===== config.mk =====
export PLATFORM = sky130hd
export DESIGN_NAME = sbs_ctrl
export DESIGN_NICKNAME = d
export VERILOG_FILES = /design/src/hw/sbs_pkg.sv /design/src/hw/sbs_burst_counter.sv /design/src/hw/sbs_ctrl.sv
export VERILOG_INCLUDE_DIRS = /design/src /design/src/hw
export SDC_FILE = /design/constraint.sdc
export NUM_CORES = 1
export LEC_CHECK = 0
export ABC_AREA = 1
export BUFFER_PORTS_ARGS = -buffer_cell sky130_fd_sc_hd__buf_2
export CAP_MARGIN = 20
export CELL_PAD_IN_SITES_DETAIL_PLACEMENT = 1
export CELL_PAD_IN_SITES_GLOBAL_PLACEMENT = 1
export CORE_AREA = 3 3 121 123
export DETAILED_ROUTE_END_ITERATION = 8
export DIE_AREA = 0 0 124 126
export PLACE_DENSITY = 0.8
export SYNTH_ARGS = -nofsm -noshare
export SYNTH_HDL_FRONTEND = slang
export SYNTH_SLANG_ARGS = --single-unit

===== constraint.sdc =====
create_clock -name ref_clk_in -period 1.8 [get_ports ref_clk_in]
set_input_delay 0.18 -clock ref_clk_in [delete_from_list [all_inputs] [get_ports ref_clk_in]]
set_output_delay 0.18 -clock ref_clk_in [all_outputs]
set_load 0.005 [all_outputs]

===== src/hw/sbs_params.svh =====
// constants for the synchronous burst sram control block
//
// Functional notes
// RULE_01 - check write data parity every write; flow-through reports the following cycle
// RULE_02 - pipeline mode reports a write parity error one cycle later than flow-through
// RULE_03 - system holds parity select high for even parity, low for odd parity
// RULE_04 - read data parity is never checked by the device
// RULE_05 - error flag is open drain, pulled low only while an error is reported
// RULE_06 - idle mode inputs mean interleaved, pipeline, even parity, awake; low selects others; here the sleep request sleeps when high, is awake when low
// RULE_07 - linear order adds one to the low address bits, modulo four
// RULE_08 - interleaved order xors the loaded low bits with a 0..3 count
// RULE_09 - global write writes all bytes; else master write writes low-enabled lanes
// RULE_10 - no write decode means read, and every byte output is active
// RULE_11 - all data drivers stay off during any write
// RULE_12 - lanes c and d exist only in the four-lane configuration
// RULE_13 - deselect with drivers off for the two listed enable and strobe combinations
// RULE_14 - enabled processor strobe starts a read burst; ignored when low enable high
// RULE_15 - enabled controller strobe alone starts a burst, write if decode true
// RULE_16 - no start and advance low: access next burst address
// RULE_17 - no start and advance high: hold counter, access current address
// RULE_18 - output enable high turns drivers off; low only passes read drivers
// RULE_19 - simple non-burst use holds processor strobe high, controller strobe low
// RULE_20 - simple burst use holds processor strobe high, advance low
// RULE_21 - a dummy read advances the burst counter like any read
// RULE_22 - sleep request high enters low power, memory contents kept
// RULE_23 - burst start loads counter from low address bits, holds upper bits
`ifndef SBS_PARAMS_SVH
`define SBS_PARAMS_SVH

// ------------------------------------------------------------
// geometry
// ------------------------------------------------------------
`define SBS_ADDR_W     18
`define SBS_LANES      4
`define SBS_LANE_BITS  9
`define SBS_LOW_BITS   2

// ------------------------------------------------------------
// reset and step values
// ------------------------------------------------------------
`define SBS_RST_LOW    2'h0
`define SBS_CNT_STEP   2'h1

`endif


===== src/hw/sbs_pkg.sv =====
// types of the synchronous burst sram control block
package sbs_pkg;
  typedef enum logic [1:0] {
    SBS_OP_IDLE  = 2'b00,
    SBS_OP_READ  = 2'b01,
    SBS_OP_WRITE = 2'b10,
    SBS_OP_DESEL = 2'b11
  } sbs_op_t;
endpackage


===== src/hw/sbs_burst_counter.sv =====
// two-bit burst address counter, linear or interleaved
`include "sbs_params.svh"
module sbs_burst_counter
  import sbs_pkg::*;
(
  input  wire logic       ref_clk_in,
  input  wire logic       reset_in,
  input  wire logic       load_in,
  input  wire logic [1:0] load_val_in,
  input  wire logic       step_in,
  input  wire logic       linear_in,
  output logic      [1:0] cur_low_out,
  output logic      [1:0] next_low_out
);
  logic [1:0] start_q;
  logic [1:0] cnt_q;
  logic [1:0] cnt_nx;

  assign cnt_nx = cnt_q + `SBS_CNT_STEP;
  // RULE_07 linear sum
  // RULE_08 interleaved xor
  assign cur_low_out  = linear_in ? start_q + cnt_q  : start_q ^ cnt_q;
  assign next_low_out = linear_in ? start_q + cnt_nx : start_q ^ cnt_nx;

  // RULE_23 load on start
  always_ff @(posedge ref_clk_in) begin
    if (reset_in) begin
      start_q <= `SBS_RST_LOW;
      cnt_q   <= `SBS_RST_LOW;
    end else if (load_in) begin
      start_q <= load_val_in;
      cnt_q   <= `SBS_RST_LOW;
    end else if (step_in) begin
      cnt_q <= cnt_nx;
    end
  end
endmodule


===== src/hw/sbs_ctrl.sv =====
// synchronous control logic of a burst static ram
//
// The address-and-strobe port was decided locally.
`include "sbs_params.svh"
module sbs_ctrl
  import sbs_pkg::*;
#(
  parameter int ADDR_W    = `SBS_ADDR_W,
  parameter int LANES     = `SBS_LANES,
  parameter int LANE_BITS = `SBS_LANE_BITS
) (
  input  wire logic                       ref_clk_in,
  input  wire logic                       reset_in,
  input  wire logic [ADDR_W-1:0]          addr_in,
  input  wire logic                       chip_sel_low_active_in,
  input  wire logic                       chip_sel_high_active_in,
  input  wire logic                       processor_addr_strobe_n_in,
  input  wire logic                       controller_addr_strobe_n_in,
  input  wire logic                       burst_advance_n_in,
  input  wire logic                       global_write_n_in,
  input  wire logic                       lane_write_master_n_in,
  input  wire logic [LANES-1:0]           lane_write_n_in,
  input  wire logic                       output_enable_n_in,
  input  wire logic                       sleep_request_in,
  input  wire logic                       flow_through_select_n_in,
  input  wire logic                       burst_order_select_n_in,
  input  wire logic                       parity_polarity_select_in,
  input  wire logic [LANES*LANE_BITS-1:0] dq_in,
  output logic      [LANES*LANE_BITS-1:0] dq_out,
  output logic      [LANES-1:0]           dq_oe_out,
  input  wire logic                       parity_error_flag_n_in,
  output logic                            parity_error_flag_n_out,
  output logic                            parity_error_flag_n_oe_out,
  output logic      [ADDR_W-1:0]          mem_addr_out,
  output logic                            mem_read_out,
  output logic      [LANES-1:0]           mem_byte_we_out,
  output logic      [LANES*LANE_BITS-1:0] mem_wdata_out,
  input  wire logic [LANES*LANE_BITS-1:0] mem_rdata_in,
  output logic      [1:0]                 last_op_out,
  output logic                            low_power_out
);

  // ------------------------------------------------------------
  // elaboration checks
  // ------------------------------------------------------------
  // RULE_12 two or four lanes
  if (LANES != 2 && LANES != 4) begin : g_bad_lanes
    $error("LANES must be 2 or 4");
  end
  if (ADDR_W < 3) begin : g_bad_addr
    $error("ADDR_W must be at least 3");
  end
  if (LANE_BITS < 2) begin : g_bad_lane_bits
    $error("LANE_BITS must be at least 2");
  end

  // ------------------------------------------------------------
  // mode pins
  // ------------------------------------------------------------
  // RULE_06 pulled-up pins read high
  wire linear_mode  = !burst_order_select_n_in;
  wire flow_through = !flow_through_select_n_in;
  wire odd_parity   = !parity_polarity_select_in;
  wire asleep       = sleep_request_in;

  // ------------------------------------------------------------
  // write decode
  // ------------------------------------------------------------
  wire             any_lane_low = !(&lane_write_n_in);
  // RULE_09 global or per-lane write
  wire             write_dec    = !global_write_n_in || (!lane_write_master_n_in && any_lane_low);
  wire [LANES-1:0] lane_en      = !global_write_n_in ? {LANES{1'b1}} :
                                  (!lane_write_master_n_in ? ~lane_write_n_in : '0);

  // ------------------------------------------------------------
  // cycle decode
  // ------------------------------------------------------------
  wire enabled   = !chip_sel_low_active_in && chip_sel_high_active_in;
  wire processor_addr_strobe      = !processor_addr_strobe_n_in;
  wire controller_addr_strobe      = !controller_addr_strobe_n_in;
  // RULE_13 two deselect cases
  wire deselect  = (chip_sel_low_active_in && controller_addr_strobe) ||
                   (!chip_sel_low_active_in && !chip_sel_high_active_in && (processor_addr_strobe || controller_addr_strobe));
  // RULE_14 processor strobe start
  wire start_p   = enabled && processor_addr_strobe;
  // RULE_15 controller strobe start
  wire start_c   = enabled && !processor_addr_strobe && controller_addr_strobe;
  wire start     = start_p || start_c;
  // RULE_16 continue when no strobe starts
  wire cont      = !controller_addr_strobe && (!processor_addr_strobe || chip_sel_low_active_in);
  wire burst_advance       = cont && !burst_advance_n_in;
  wire op_write  = (start_c || cont) && write_dec;
  // RULE_10 read when no write decode
  wire op_read   = start_p || ((start_c || cont) && !write_dec);

  // sleep blocks every access; the counter keeps its place so memory state is untouched
  wire do_read   = !asleep && op_read;
  wire do_write  = !asleep && op_write;
  wire do_start  = !asleep && start;
  wire do_adv    = !asleep && burst_advance;

  sbs_op_t op_now;
  assign op_now = asleep   ? SBS_OP_IDLE  :
                  deselect ? SBS_OP_DESEL :
                  op_write ? SBS_OP_WRITE :
                  op_read  ? SBS_OP_READ  : SBS_OP_IDLE;

  // ------------------------------------------------------------
  // burst address
  // ------------------------------------------------------------
  logic [1:0]        cur_low;
  logic [1:0]        next_low;
  logic [ADDR_W-3:0] upper_q;
  logic [ADDR_W-3:0] upper_d;
  logic [1:0]        low_used;

  // RULE_21 dummy reads step too, output enable not involved
  sbs_burst_counter u_cnt (
    .ref_clk_in   (ref_clk_in),
    .reset_in     (reset_in),
    .load_in      (do_start),
    .load_val_in  (addr_in[1:0]),
    .step_in      (do_adv),
    .linear_in    (linear_mode),
    .cur_low_out  (cur_low),
    .next_low_out (next_low)
  );

  // RULE_23 upper bits latched at start
  assign upper_d  = do_start ? addr_in[ADDR_W-1:2] : upper_q;
  // RULE_17 suspend reuses current address
  assign low_used = do_start ? addr_in[1:0] : (do_adv ? next_low : cur_low);

  always_ff @(posedge ref_clk_in) begin
    if (reset_in) begin
      upper_q <= '0;
    end else begin
      upper_q <= upper_d;
    end
  end

  // ------------------------------------------------------------
  // memory side strobes
  // ------------------------------------------------------------
  logic [ADDR_W-1:0]          mem_addr_q;
  logic                       mem_read_q;
  logic [LANES-1:0]           mem_we_q;
  logic [LANES*LANE_BITS-1:0] mem_wdata_q;
  logic [1:0]                 last_op_q;
  logic                       low_power_q;

  always_ff @(posedge ref_clk_in) begin
    if (reset_in) begin
      mem_addr_q  <= '0;
      mem_read_q  <= 1'b0;
      mem_we_q    <= '0;
      mem_wdata_q <= '0;
      last_op_q   <= SBS_OP_IDLE;
      low_power_q <= 1'b0;
    end else begin
      mem_addr_q  <= {upper_d, low_used};
      mem_read_q  <= do_read;
      mem_we_q    <= do_write ? lane_en : '0;
      mem_wdata_q <= dq_in;
      last_op_q   <= op_now;
      // RULE_22 low power flag
      low_power_q <= asleep;
    end
  end

  assign mem_addr_out    = mem_addr_q;
  assign mem_read_out    = mem_read_q;
  assign mem_byte_we_out = mem_we_q;
  assign mem_wdata_out   = mem_wdata_q;
  assign last_op_out     = last_op_q;
  assign low_power_out   = low_power_q;

  // ------------------------------------------------------------
  // data drivers
  // ------------------------------------------------------------
  // output enable is sampled, so drivers drop one edge after it rises, not at once
  logic                       rd_d1_q;
  logic [LANES-1:0]           oe_q;
  logic [LANES*LANE_BITS-1:0] dq_q;
  logic                       read_slot;

  assign read_slot = flow_through ? mem_read_q : rd_d1_q;

  always_ff @(posedge ref_clk_in) begin
    if (reset_in) begin
      rd_d1_q <= 1'b0;
      oe_q    <= '0;
      dq_q    <= '0;
    end else begin
      rd_d1_q <= mem_read_q && !deselect;
      // RULE_11 writes force drivers off
      // RULE_18 output enable only gates read drivers
      oe_q    <= (read_slot && !output_enable_n_in && !do_write && !deselect) ?
                 {LANES{1'b1}} : '0;
      dq_q    <= mem_rdata_in;
    end
  end

  assign dq_oe_out = oe_q;
  assign dq_out    = dq_q;

  // ------------------------------------------------------------
  // write parity check
  // ------------------------------------------------------------
  logic [LANES-1:0] lane_bad;

  // RULE_03 polarity pin picks even or odd
  for (genvar i = 0; i < LANES; i++) begin : g_par
    assign lane_bad[i] = (^dq_in[i*LANE_BITS +: LANE_BITS]) ^ odd_parity;
  end

  // RULE_04 only write lanes are checked
  wire par_err_now = do_write && |(lane_bad & lane_en);

  // the check result is staged like read data, so the flag lines up with the output timing
  logic par_d1_q;
  logic par_d2_q;
  logic flag_q;

  always_ff @(posedge ref_clk_in) begin
    if (reset_in) begin
      par_d1_q <= 1'b0;
      par_d2_q <= 1'b0;
      flag_q   <= 1'b0;
    end else begin
      par_d1_q <= par_err_now;
      par_d2_q <= par_d1_q;
      // RULE_01 flow-through, next cycle
      // RULE_02 pipeline, one cycle later
      flag_q   <= flow_through ? par_d1_q : par_d2_q;
    end
  end

  // RULE_05 open drain pulls low only
  assign parity_error_flag_n_out    = 1'b0;
  assign parity_error_flag_n_oe_out = flag_q;
endmodule


=== Yosys cells after proc, flatten, opt, wreduce, memory -nomap -nowiden ===
Cells that the tools add are included.
Widths: inputs -> output; s select.

* Register bits after elaboration: 126
* Bits of input ports: 109
* Output and inout bits: 104
* Logic and storage cells: 91

* Add/subtract/negate cells: 3
* Mux-type cells: 13
* Bitwise logic cells: 9
* Reduce and logical (&&, ||, !) cells: 51

{| class="wikitable"
|+ Operators by type and width
! kind !! count
|-
| $reduce_xor 9->1 || 4
|-
| $logic_and 1x1->1 || 21
|-
| $mux 16 || 1
|-
| $logic_not 1->1 || 14
|-
| $mux 2 || 6
|-
| $mux 4 || 3
|-
| $logic_or 1x1->1 || 7
|-
| $reduce_or 2->1 || 3
|-
| $add 2x2->2 || 2
|-
| $and 4x4->4 || 1
|-
| $not 4->4 || 1
|-
| $reduce_and 4->1 || 1
|-
| $reduce_or 4->1 || 1
|-
| $xor 1x1->1 || 4
|-
| $xor 2x2->2 || 2
|-
| $mux 1 || 3
|-
| $add 2x1->2 const B || 1
|-
| $not 1->1 || 1
|}

=== Depth between registers and ports, before layout ===
Gate-level depths: netlist of run 1.

* Depth after elaboration: 11
* Depth in mapped cells: 13
* Mapped depth without buffers: 13

=== Modules after synthesis ===
A second synthesis of run 1 with hierarchy kept.

* Cell total of the unflattened synthesis: 596
* Area total of the unflattened synthesis: 4240.3 um^2

{| class="wikitable"
|+ By module, submodules not included
! module !! instances !! cells each !! area an instance (um^2) !! sequential area each (um^2)
|-
| sbs_ctrl || 1 || 553 || 3982.6 || 2062.0
|-
| sbs_burst_counter || 1 || 43 || 257.7 || 80.1
|}

=== Least setup slack after synthesis of run 1 ===
No wires, ideal clock.

* Path kind: flip-flop to flip-flop
* From: reg u_cnt.cnt_q[0]
* To: reg mem_addr_q[1] (netlist: mem_addr_out[1])
* Arrival time: 1.173 ns
* Data required time: 1.713 ns
* Path slack: 0.540 ns
* Stages on the path, launching flop included: 9
* Buffers on the path: 0
* Period minus slack after synthesis: 1.260 ns
* Cell sequence: dfxtp_1 > inv_1 > ha_1 > nand2_1 > xor2_1 > nand2_1 > nand2_1 > nor2_1 > o31ai_1

* Longest elaborated chain between the ends: 5
* Elaborated cells between the ends (all ways): 8
* Those cells by class: add/sub (3); mux (4); bitwise (1)

{| class="wikitable"
|+ RTL lines
! what !! RTL line !! text
|-
| from (decl) || sbs_burst_counter.sv:16 || <nowiki>logic [1:0] cnt_q;</nowiki>
|-
| from (signal assigned) || sbs_burst_counter.sv:29 || <nowiki>cnt_q <= `SBS_RST_LOW;</nowiki>
|-
| from (signal assigned) || sbs_burst_counter.sv:32 || <nowiki>cnt_q <= `SBS_RST_LOW;</nowiki>
|-
| from (signal assigned) || sbs_burst_counter.sv:34 || <nowiki>cnt_q <= cnt_nx;</nowiki>
|-
| $add 2x1->2 (no source line) || -- ||
|-
| net u_cnt.cnt_nx[0] || sbs_burst_counter.sv:17 || <nowiki>logic [1:0] cnt_nx;</nowiki>
|-
| $add 2x2->2 || sbs_burst_counter.sv:23 || <nowiki>assign next_low_out = linear_in ? start_q + cnt_nx : start_q ^ cnt_nx;</nowiki>
|-
| $mux 2 || sbs_burst_counter.sv:23 ||
|-
| $mux 2 (2 in a row) || sbs_ctrl.sv:132 || <nowiki>assign low_used = do_start ? addr_in[1:0] : (do_adv ? next_low : cur_low);</nowiki>
|-
| to (signal assigned) || sbs_ctrl.sv:161 || <nowiki>mem_addr_q <= {upper_d, low_used};</nowiki>
|-
| to (decl) || sbs_ctrl.sv:145 || <nowiki>logic [ADDR_W-1:0] mem_addr_q;</nowiki>
|}

The timed path passes the listed nets, and every way through them passes these cells.
A chain may end at the register's enable or synchronous reset.

=== Final worst setup path of run 1 ===
Same ends and word-level chain as after synthesis.

==> results.json, run 1 <==
{
  "clk_pin_slew_ps": 80,
  "rsz0062_at_grt": "false",
  "grt_pass1_wl_mm": 18.8,
  "ys_types": 26,
  "antenna_cells": 0,
  "synthCells": 562,
  "drtPass1Iterations": 4,
  "clkPwrFrac": 0.385,
  "initial_core_util": 0.296,
  "crit_type": "register to register",
  "vias": 4037,
  "synthArstFlopShare": 0,
  "numCtsBuffers": 9,
  "worstSkewPairLatency_ps": 340,
  "hold_path.class": "input pin to register",
  "grt_pass1_vias": 4004,
  "post-route-util": 0.408,
  "grt_max_degree": 59,
  "syn_area_per_cell_um2": 7.26,
  "synth_seq_cells": 107,
  "rows": 43,
  "slowest_delay_ps": 400,
  "p_seq_frac": 0.484,
  "critPathMaxFanout": 5,
  "cp.arrival_ps": 1630,
  "hold_buffers": 0,
  "grt-busiest-layer": "met2",
  "ys_seq_area_frac": 0.525,
  "synth_most_common_cell": "nand2_1",
  "cts_setup_buffers": 0,
  "drive_gt1_frac": 0.302,
  "max_freq_mhz": 729,
  "tns_ps": 0,
  "p_int_mw": 3.77,
  "postRouteAntennaNets": 0,
  "cts_tree": "built",
  "cp-end-kind": "register",
  "wl_per_cell_um": 12.8,
  "gp_congestion": 0.697,
  "synth_adder_area_share": 0.00613,
  "final_net_count": 881,
  "synth_nets": 673,
  "synth_simple_gate_area_frac": 0.287,
  "switching_share": 0.274,
  "track_usage": 0.150,
  "start_kind": "register",
  "synth_warnings": 0,
  "antenna_found_initial": 0,
  "use_met2": 0.271,
  "htree_levels": 3,
  "drtIter0Drc": 183,
  "die_area_mm2": 0.0156,
  "synthTopCellsByCount": "nand2_1, dfxtp_1, inv_1",
  "placeableCoreArea_mm2": 0.0138,
  "post-route-period-util": 0.762,
  "relSlewSlack": 0.670,
  "setup_viol": 0,
  "synthMuxAreaShare": 0,
  "synth_ff_type": "dfxtp_1",
  "p_per_area_mw_per_mm2": 923,
  "syn_to_final_growth_pct": 37.8,
  "p_comb_frac": 0.132,
  "tightest_slew_ps": 492,
  "fin_cells": 955,
  "crit_slowest_cell": "dfxtp_1",
  "synth_top_family_by_area": "simple AND/OR/NAND/NOR gates",
  "place.port_buffers": 210,
  "cp_cell_sequence": "inv_1, ha_1, nand2_1, xor2_1, nand2_1, nand2_1, nor2_1, o31ai_1",
  "final_hold_viol_count": 0,
  "fp.dieW_um": 124,
  "numClockSinks": 107,
  "finalMaxSlewViolations": 0,
  "ctsResizeCount": 0,
  "gr-total-overflow": 0,
  "viasPerCell": 4.23,
  "synth_compound_area_frac": 0.0460,
  "leakagePower_nw": 3.24,
  "peakVddDrop_uv": 513,
  "die_h_um": 126,
  "status": "complete, no violations",
  "cts_root_buf": "clkbuf_16",
  "power_switching_mw": 1.42,
  "dp_cells": 939,
  "synth_enable_flop_cells": 0,
  "routed_wirelength_mm": 12.2,
  "synthDominantCellAreaShare": 0.525,
  "synthXorXnorAreaFrac": 0.0258,
  "synthesis.area_mm2": 0.00408,
  "drv_cap": 0,
  "cp_common_cell": "nand2_1",
  "fin_worst_skew_ps": 2.88,
  "cts_buffer_depth": 2,
  "hpwl_mm": 9.86,
  "period_needed_ps": 1370,
  "yosys.area.top_type": "dfxtp_1",
  "grt_use_met1": 0.171,
  "pin_count": 213,
  "synth_top_cells_by_area": "dfxtp_1, nand2_1, inv_1, nor2_1, nand3_1",
  "drc": 0,
  "use_met3": 0.0445,
  "required_ps": 2060
}
## metal layers
metal,vias to the layer above,wire [um]
met5,-,0
met4,0,144
met3,10,1090
met2,135,5970
met1,1805,5040
li1,2087,-
## power by group through the flow
stage	combinational, mW	clock, mW	sequential (mW)
finish	0.682	2.00	2.51
global route	0.787	2.17	2.52
CTS	0.700	2.07	2.51
detailed placement	0.696	0	2.57
global placement	0.676	0	2.56
floorplan	0.332	0	2.58
## flip-flops by register name, summed over array words and instances (netlist names), 2 cells and up
signal	cells
upper_q	16
dq_out	36
u_cnt.start_q	2
mem_addr_out	2
mem_byte_we_out	4
mem_wdata_out	36
last_op_out	2
u_cnt.cnt_q	2
## placed cells by master, fill, tap and decap left out, drive strengths merged
| cell | count |
|---|---|
| nand2 | 157 |
| buf | 213 |
| clkinv | 5 |
| o21ai | 9 |
| clkbuf | 9 |
| nor3 | 3 |
| a21oi | 22 |
| ha | 2 |
| inv | 100 |
| nand3b | 1 |
| a211oi | 1 |
| xnor2 | 6 |
| conb | 1 |
| nand3 | 43 |
| a31o | 1 |
| nor3b | 1 |
| o31ai | 1 |
| o2111ai | 1 |
| nor2 | 86 |
| dfxtp | 107 |
| xor2 | 6 |
## stage by stage
step                      hold WS [ps]  area, um2  setup slack (ps)  power, mW
after floorplan                    287       4080               540       2.91
after global placement             379       5320               381       3.24
after detailed placement           389       5320               356       3.26
after CTS                         15.1       5620               417       5.28
after global routing              25.1       5620               267       5.48
final                             32.9       5620               428       5.19
## cells by family (layout without fill, tap and decap cells)
group / after synthesis / after routing
XOR/XNOR: 12 / 12
AO/OA/AOI/OAI: 35 / 35
adder cells (fa/ha/maj): 2 / 2
buffers and inverters: 114 / 327
AND/OR/NAND/NOR: 291 / 291
other: 1 / 1
flip-flops: 107 / 107
## cell type report
cell class	instances	area [um2]
fill	1826	8150
sequential	107	2140
multi-input combinational	341	1490
timing repair buffer	213	1090
inverter	98	368
clock buffer	9	225
tap	180	225
clock inverter	7	81.3
## critical path, delay by kind of cell (launching register included)
family / cells / cell delay, ps
DFF: 1 / 400
and+or+nand+nor: 4 / 250
AOI/OAI and AO/OA: 1 / 200
adders and majority gates: 1 / 190
xor gates and xnor gates: 1 / 190
buffers and inverters: 1 / 60
## final timing paths
check | start | to | slack (ps) | cells after the start
worst max-delay path | u_cnt.cnt_q[0] | mem_addr_out[1] | 430 | 8
worst min-delay path | mem_rdata_in[17] | dq_out[17] | 30 | 3
worst max register to register | u_cnt.cnt_q[0] | mem_addr_out[1] | 430 | 8
worst min register to register | upper_q[3] | upper_q[3] | 460 | 2
(Power assumes the default switching activity.)
==> inputs of run 2 (changes only) <==
--- a/config.mk
+++ b/config.mk
@@ -11,10 +11,10 @@
 export CAP_MARGIN = 20
 export CELL_PAD_IN_SITES_DETAIL_PLACEMENT = 1
 export CELL_PAD_IN_SITES_GLOBAL_PLACEMENT = 1
-export CORE_AREA = 3 3 121 123
+export CORE_AREA = 3 3 127 129
 export DETAILED_ROUTE_END_ITERATION = 8
-export DIE_AREA = 0 0 124 126
-export PLACE_DENSITY = 0.8
+export DIE_AREA = 0 0 130 132
+export PLACE_DENSITY = 0.76
 export SYNTH_ARGS = -nofsm -noshare
 export SYNTH_HDL_FRONTEND = slang
 export SYNTH_SLANG_ARGS = --single-unit
==> constraint.sdc (replaced) <==
create_clock -name ref_clk_in -period 1.25 [get_ports ref_clk_in]
set_input_delay 0.125 -clock ref_clk_in [delete_from_list [all_inputs] [get_ports ref_clk_in]]
set_output_delay 0.125 -clock ref_clk_in [all_outputs]
set_load 0.005 [all_outputs]
==> results.json, run 2 (synthesis results as in run 1) <==
{
  "p_int_mw": 5.54,
  "cts_root_buf": "clkbuf_16",
  "viasPerCell": 4.23,
  "setup_viol": 0,
  "grt_pass1_wl_mm": 20.7,
  "cp-end-kind": "register",
  "required_ps": 1510,
  "switching_share": 0.274,
  "final_hold_viol_count": 0,
  "drv_cap": 0,
  "fin_worst_skew_ps": 7.76,
  "final_common_cell": "buf_2",
  "fin_cells": 1013,
  "numClockSinks": 107,
  "grt_pass1_vias": 4229,
  "crit_type": "register to register",
  "final_net_count": 930,
  "postRouteAntennaNets": 0,
  "start_kind": "register",
  "place.port_buffers": 210,
  "track_usage": 0.151,
  "critPathMaxFanout": 2,
  "p_comb_frac": 0.149,
  "power_switching_mw": 2.09,
  "peakVddDrop_uv": 611,
  "numCtsBuffers": 9,
  "cp.arrival_ps": 1480,
  "max_freq_mhz": 825,
  "cts_tree": "built",
  "gr-total-overflow": 0,
  "syn_to_final_growth_pct": 51.5,
  "finalMaxSlewViolations": 0,
  "p_per_area_mw_per_mm2": 1230,
  "die_area_mm2": 0.0172,
  "drtIter0Drc": 108,
  "htree_levels": 3,
  "post-route-period-util": 0.970,
  "drive_gt1_frac": 0.299,
  "worstSkewPairLatency_ps": 360,
  "status": "complete, no violations",
  "placeableCoreArea_mm2": 0.0151,
  "leakagePower_nw": 3.48,
  "clk_pin_slew_ps": 70,
  "antenna_found_initial": 0,
  "dp_cells": 953,
  "vias": 4286,
  "clkPwrFrac": 0.378,
  "place_area_mm2": 0.00538,
  "rows": 45,
  "holdPathStages": 3,
  "fp.dieW_um": 130,
  "drc": 0,
  "period_needed_ps": 1210,
  "reg2regPathDepth": 8,
  "cts_buffer_depth": 2,
  "wl_per_cell_um": 13.1,
  "final_cell_mix": "buf_2, nand2_1, dfxtp_1, inv_1, nor2_1",
  "finalWorstSetupSlack_ps": 37.7,
  "postLayoutCellArea_mm2": 0.00618,
  "gp_congestion": 0.761,
  "fillCellCount": 1921,
  "post-place-ws_ps": -50.9,
  "pin_count": 213,
  "initial_core_util": 0.269,
  "p_seq_frac": 0.474,
  "routed_wirelength_mm": 13.3,
  "drtPass1Iterations": 4,
  "hold_path.class": "input pin to register",
  "grt_max_degree": 58,
  "hpwl_mm": 10.0,
  "die_h_um": 132
}
run 2: changes by cell type in the layout (fill, tap and decap cells not counted), sizes merged:
cell | previous run | this run
inv | 100 | 103
clkinv | 5 | 2
buf | 213 | 216
dlygate4sd3 | 0 | 44
dlymetal6s4s | 0 | 2
diode | 0 | 1
run 2: power by group through the flow:
stage          Combinational (mW)  Sequential, mW  Clock (mW)
6_report                     1.13            3.61        2.88
3_3_place_gp                0.996            3.69           0
3_5_place_dp                 1.02            3.69           0
2_1_floorplan               0.478            3.72           0
5_1_grt                      1.29            3.63        3.13
4_1_cts                      1.13            3.61        3.01
run 2: path summary, 6_finish.rpt:
path                  startpoint                 to  slack, ps
setup reg to reg  u_cnt.cnt_q[0]    mem_addr_out[1]         40
hold reg to reg       upper_q[3]         upper_q[3]        460
hold / removal         dq_in[19]  mem_wdata_out[19]         20
setup / recovery  u_cnt.cnt_q[0]    mem_addr_out[1]         40
run 2: through the flow:
| stage | hold slack [ps] | utilization | setup TNS (ps) | total power, mW |
|---|---|---|---|---|
| final | 15.5 | 0.408 | 0 | 7.63 |
| after global routing | 10.5 | 0.408 | -5.72 | 8.06 |
| after CTS | 1.15 | 0.406 | 0 | 7.76 |
| after detailed placement | 332 | 0.355 | -72.7 | 4.71 |
| after global placement | 324 | 0.355 | -17.6 | 4.68 |
| after floorplan | 232 | - | 0 | 4.20 |
run 2: cell type report:
class	instances	area, um2	area share
Antenna cell	1	2.50	0.000405
Clock buffer	9	225	0.0364
Clock inverter	7	73.8	0.0119
Inverter	98	368	0.0595
Multi-Input combinational cell	341	1540	0.249
Sequential cell	107	2140	0.347
Tap cell	188	235	0.0380
Timing Repair Buffer	262	1600	0.258
run 2: repair_timing:
| action | CTS | global route |
|---|---|---|
| endpoints found under the setup margin | 1 | 2 |
| gates resized for setup | 0 | 11 |
| setup buffers | 0 | 0 |
| hold buffers | 46 | 0 |
| endpoints found under the hold margin | 46 | 0 |
| pin swaps | 3 | 5 |
run 2: critical path, stage by stage (launching register included):
cell     delay (ps)
dfxtp_2         340
inv_2            40
ha_4            140
nand2_2          70
xor2_2          150
nand2_1          60
nand2_1          60
nor2_1           40
o31ai_1         210
run 2: metal layers:
metal  GRT usage  wire length, um  vias to the layer above
met5           0                0                        -
met4      0.0473              205                        0
met3      0.0498             1010                       19
met2       0.267             6660                      133
met1       0.169             5400                     1950
li1            -                -                     2184
==> inputs of run 3 (changes only) <==
--- a/config.mk
+++ b/config.mk
@@ -14,7 +14,8 @@
 export CORE_AREA = 3 3 127 129
 export DETAILED_ROUTE_END_ITERATION = 8
 export DIE_AREA = 0 0 130 132
-export PLACE_DENSITY = 0.76
+export PLACE_DENSITY = 0.81
+export SKIP_CTS_REPAIR_TIMING = 1
 export SYNTH_ARGS = -nofsm -noshare
 export SYNTH_HDL_FRONTEND = slang
 export SYNTH_SLANG_ARGS = --single-unit
==> results.json, run 3 (synthesis results as in run 1) <==
{
  "p_per_area_mw_per_mm2": 1250,
  "use_met2": 0.256,
  "violations": "hold timing",
  "grt_max_degree": 53,
  "place.port_buffers": 210,
  "cp.arrival_ps": 1450,
  "peakVddDrop_uv": 596,
  "post-route-period-util": 0.949,
  "final_cell_mix": "buf_2, nand2_1, dfxtp_1, inv_1, nor2_1",
  "use_met3": 0.0421,
  "fillCellCount": 1947,
  "finalWorstSetupSlack_ps": 64.3,
  "multi_input_area_mm2": 0.00153,
  "drtPass1Iterations": 4,
  "finalMaxSlewViolations": 0,
  "fin_worst_skew_ps": 2.95,
  "r2r_slack_ps": 60,
  "reg2regPathDepth": 8,
  "final_hold_viol_count": 2,
  "reg2reg_to": "mem_addr_out[1]",
  "fp.dieW_um": 130,
  "die_area_mm2": 0.0172,
  "numCtsBuffers": 9,
  "grt_use_met1": 0.153,
  "setup.worst_path.end": "mem_addr_out[1]",
  "hpwl_mm": 9.83,
  "gp_congestion": 0.766,
  "leakagePower_nw": 3.43,
  "final_net_count": 922,
  "vias": 4279,
  "routed_wirelength_mm": 13.2,
  "placeableCoreArea_mm2": 0.0151,
  "worstSkewPairLatency_ps": 350,
  "wl_per_cell_um": 13.2,
  "place_area_mm2": 0.00538,
  "max_freq_mhz": 843,
  "seq_area_mm2": 0.00214,
  "cts_tree": "built",
  "start_kind": "register",
  "reg2reg_from": "u_cnt.cnt_q[0]",
  "numClockSinks": 107,
  "critPathMaxFanout": 2,
  "drive_gt1_frac": 0.304,
  "final_common_cell": "buf_2",
  "gr-total-overflow": 0,
  "grt-busiest-layer": "met2",
  "p_total_mw": 7.59,
  "status": "finished with violations",
  "rows": 45,
  "viasPerCell": 4.26,
  "post-place-ws_ps": -47.3,
  "post-route-util": 0.401,
  "tns_ps": 0,
  "worstSetupStartpoint": "u_cnt.cnt_q[0]",
  "antenna_found_initial": 1,
  "fin_cells": 1004,
  "clk_pin_slew_ps": 80,
  "drc": 0,
  "postRouteAntennaNets": 0,
  "timing.hold.ws_ps": -15.2,
  "track_usage": 0.141,
  "htree_levels": 3,
  "crit_type": "register to register",
  "drtIter0Drc": 90,
  "pin_count": 213,
  "die_h_um": 132,
  "cts_root_buf": "clkbuf_16",
  "initial_core_util": 0.269,
  "postLayoutCellArea_mm2": 0.00608,
  "dp_cells": 953,
  "required_ps": 1520,
  "period_needed_ps": 1190,
  "drv_cap": 0,
  "grt_pass1_vias": 4146,
  "setup_viol": 0,
  "cp-end-kind": "register",
  "cts_buffer_depth": 2,
  "rsz0062_at_grt": "true",
  "antenna_cells": 0,
  "hold_path.class": "input pin to register",
  "syn_to_final_growth_pct": 49.0,
  "grt_pass1_wl_mm": 19.4
}
-- run 3: final cells by class --
| type | count | area share |
|---|---|---|
| sequential | 107 | 0.353 |
| multi-input combinational | 341 | 0.251 |
| timing repair buffer | 254 | 0.246 |
| inverter | 98 | 0.0605 |
| tap | 188 | 0.0387 |
| clock buffer | 9 | 0.0370 |
| clock inverter | 7 | 0.0134 |
-- run 3: metal layers --
metal	share of wire	up-vias
li1	-	2169
met1	0.39	1953
met2	0.52	135
met3	0.068	20
met4	0.019	2
met5	0.00098	-
-- run 3: power by group --
part	leakage (nW)	internal (mW)	switching, mW	total [mW]
sequential	0.886	3.57	0.0460	3.62
combinational	2.40	0.519	0.584	1.10
clock	0.150	1.43	1.44	2.87
-- run 3: critical path, cell delays in order (launching register included) --
cell and delay (ps):
dfxtp_2 340, inv_2 40, ha_4 150, nand2_4 50
xor2_2 160, nand2_1 80, nand2_1 70, nor2_1 40
o31ai_1 160
-- run 3: worst min path at each step --
stage | cells past startpoint | slack (ps) | from | to
2_1_floorplan | 2 | 230 | mem_rdata_in[0] | dq_out[0]
3_3_place_gp | 3 | 320 | mem_rdata_in[10] | dq_out[10]
3_5_place_dp | 3 | 330 | mem_rdata_in[0] | dq_out[0]
4_1_cts | 3 | -50 | mem_rdata_in[21] | dq_out[21]
5_1_grt | 3 | -0.9 | dq_in[28] | mem_wdata_out[28]
6_report | 3 | -20 | mem_rdata_in[9] | dq_out[9]
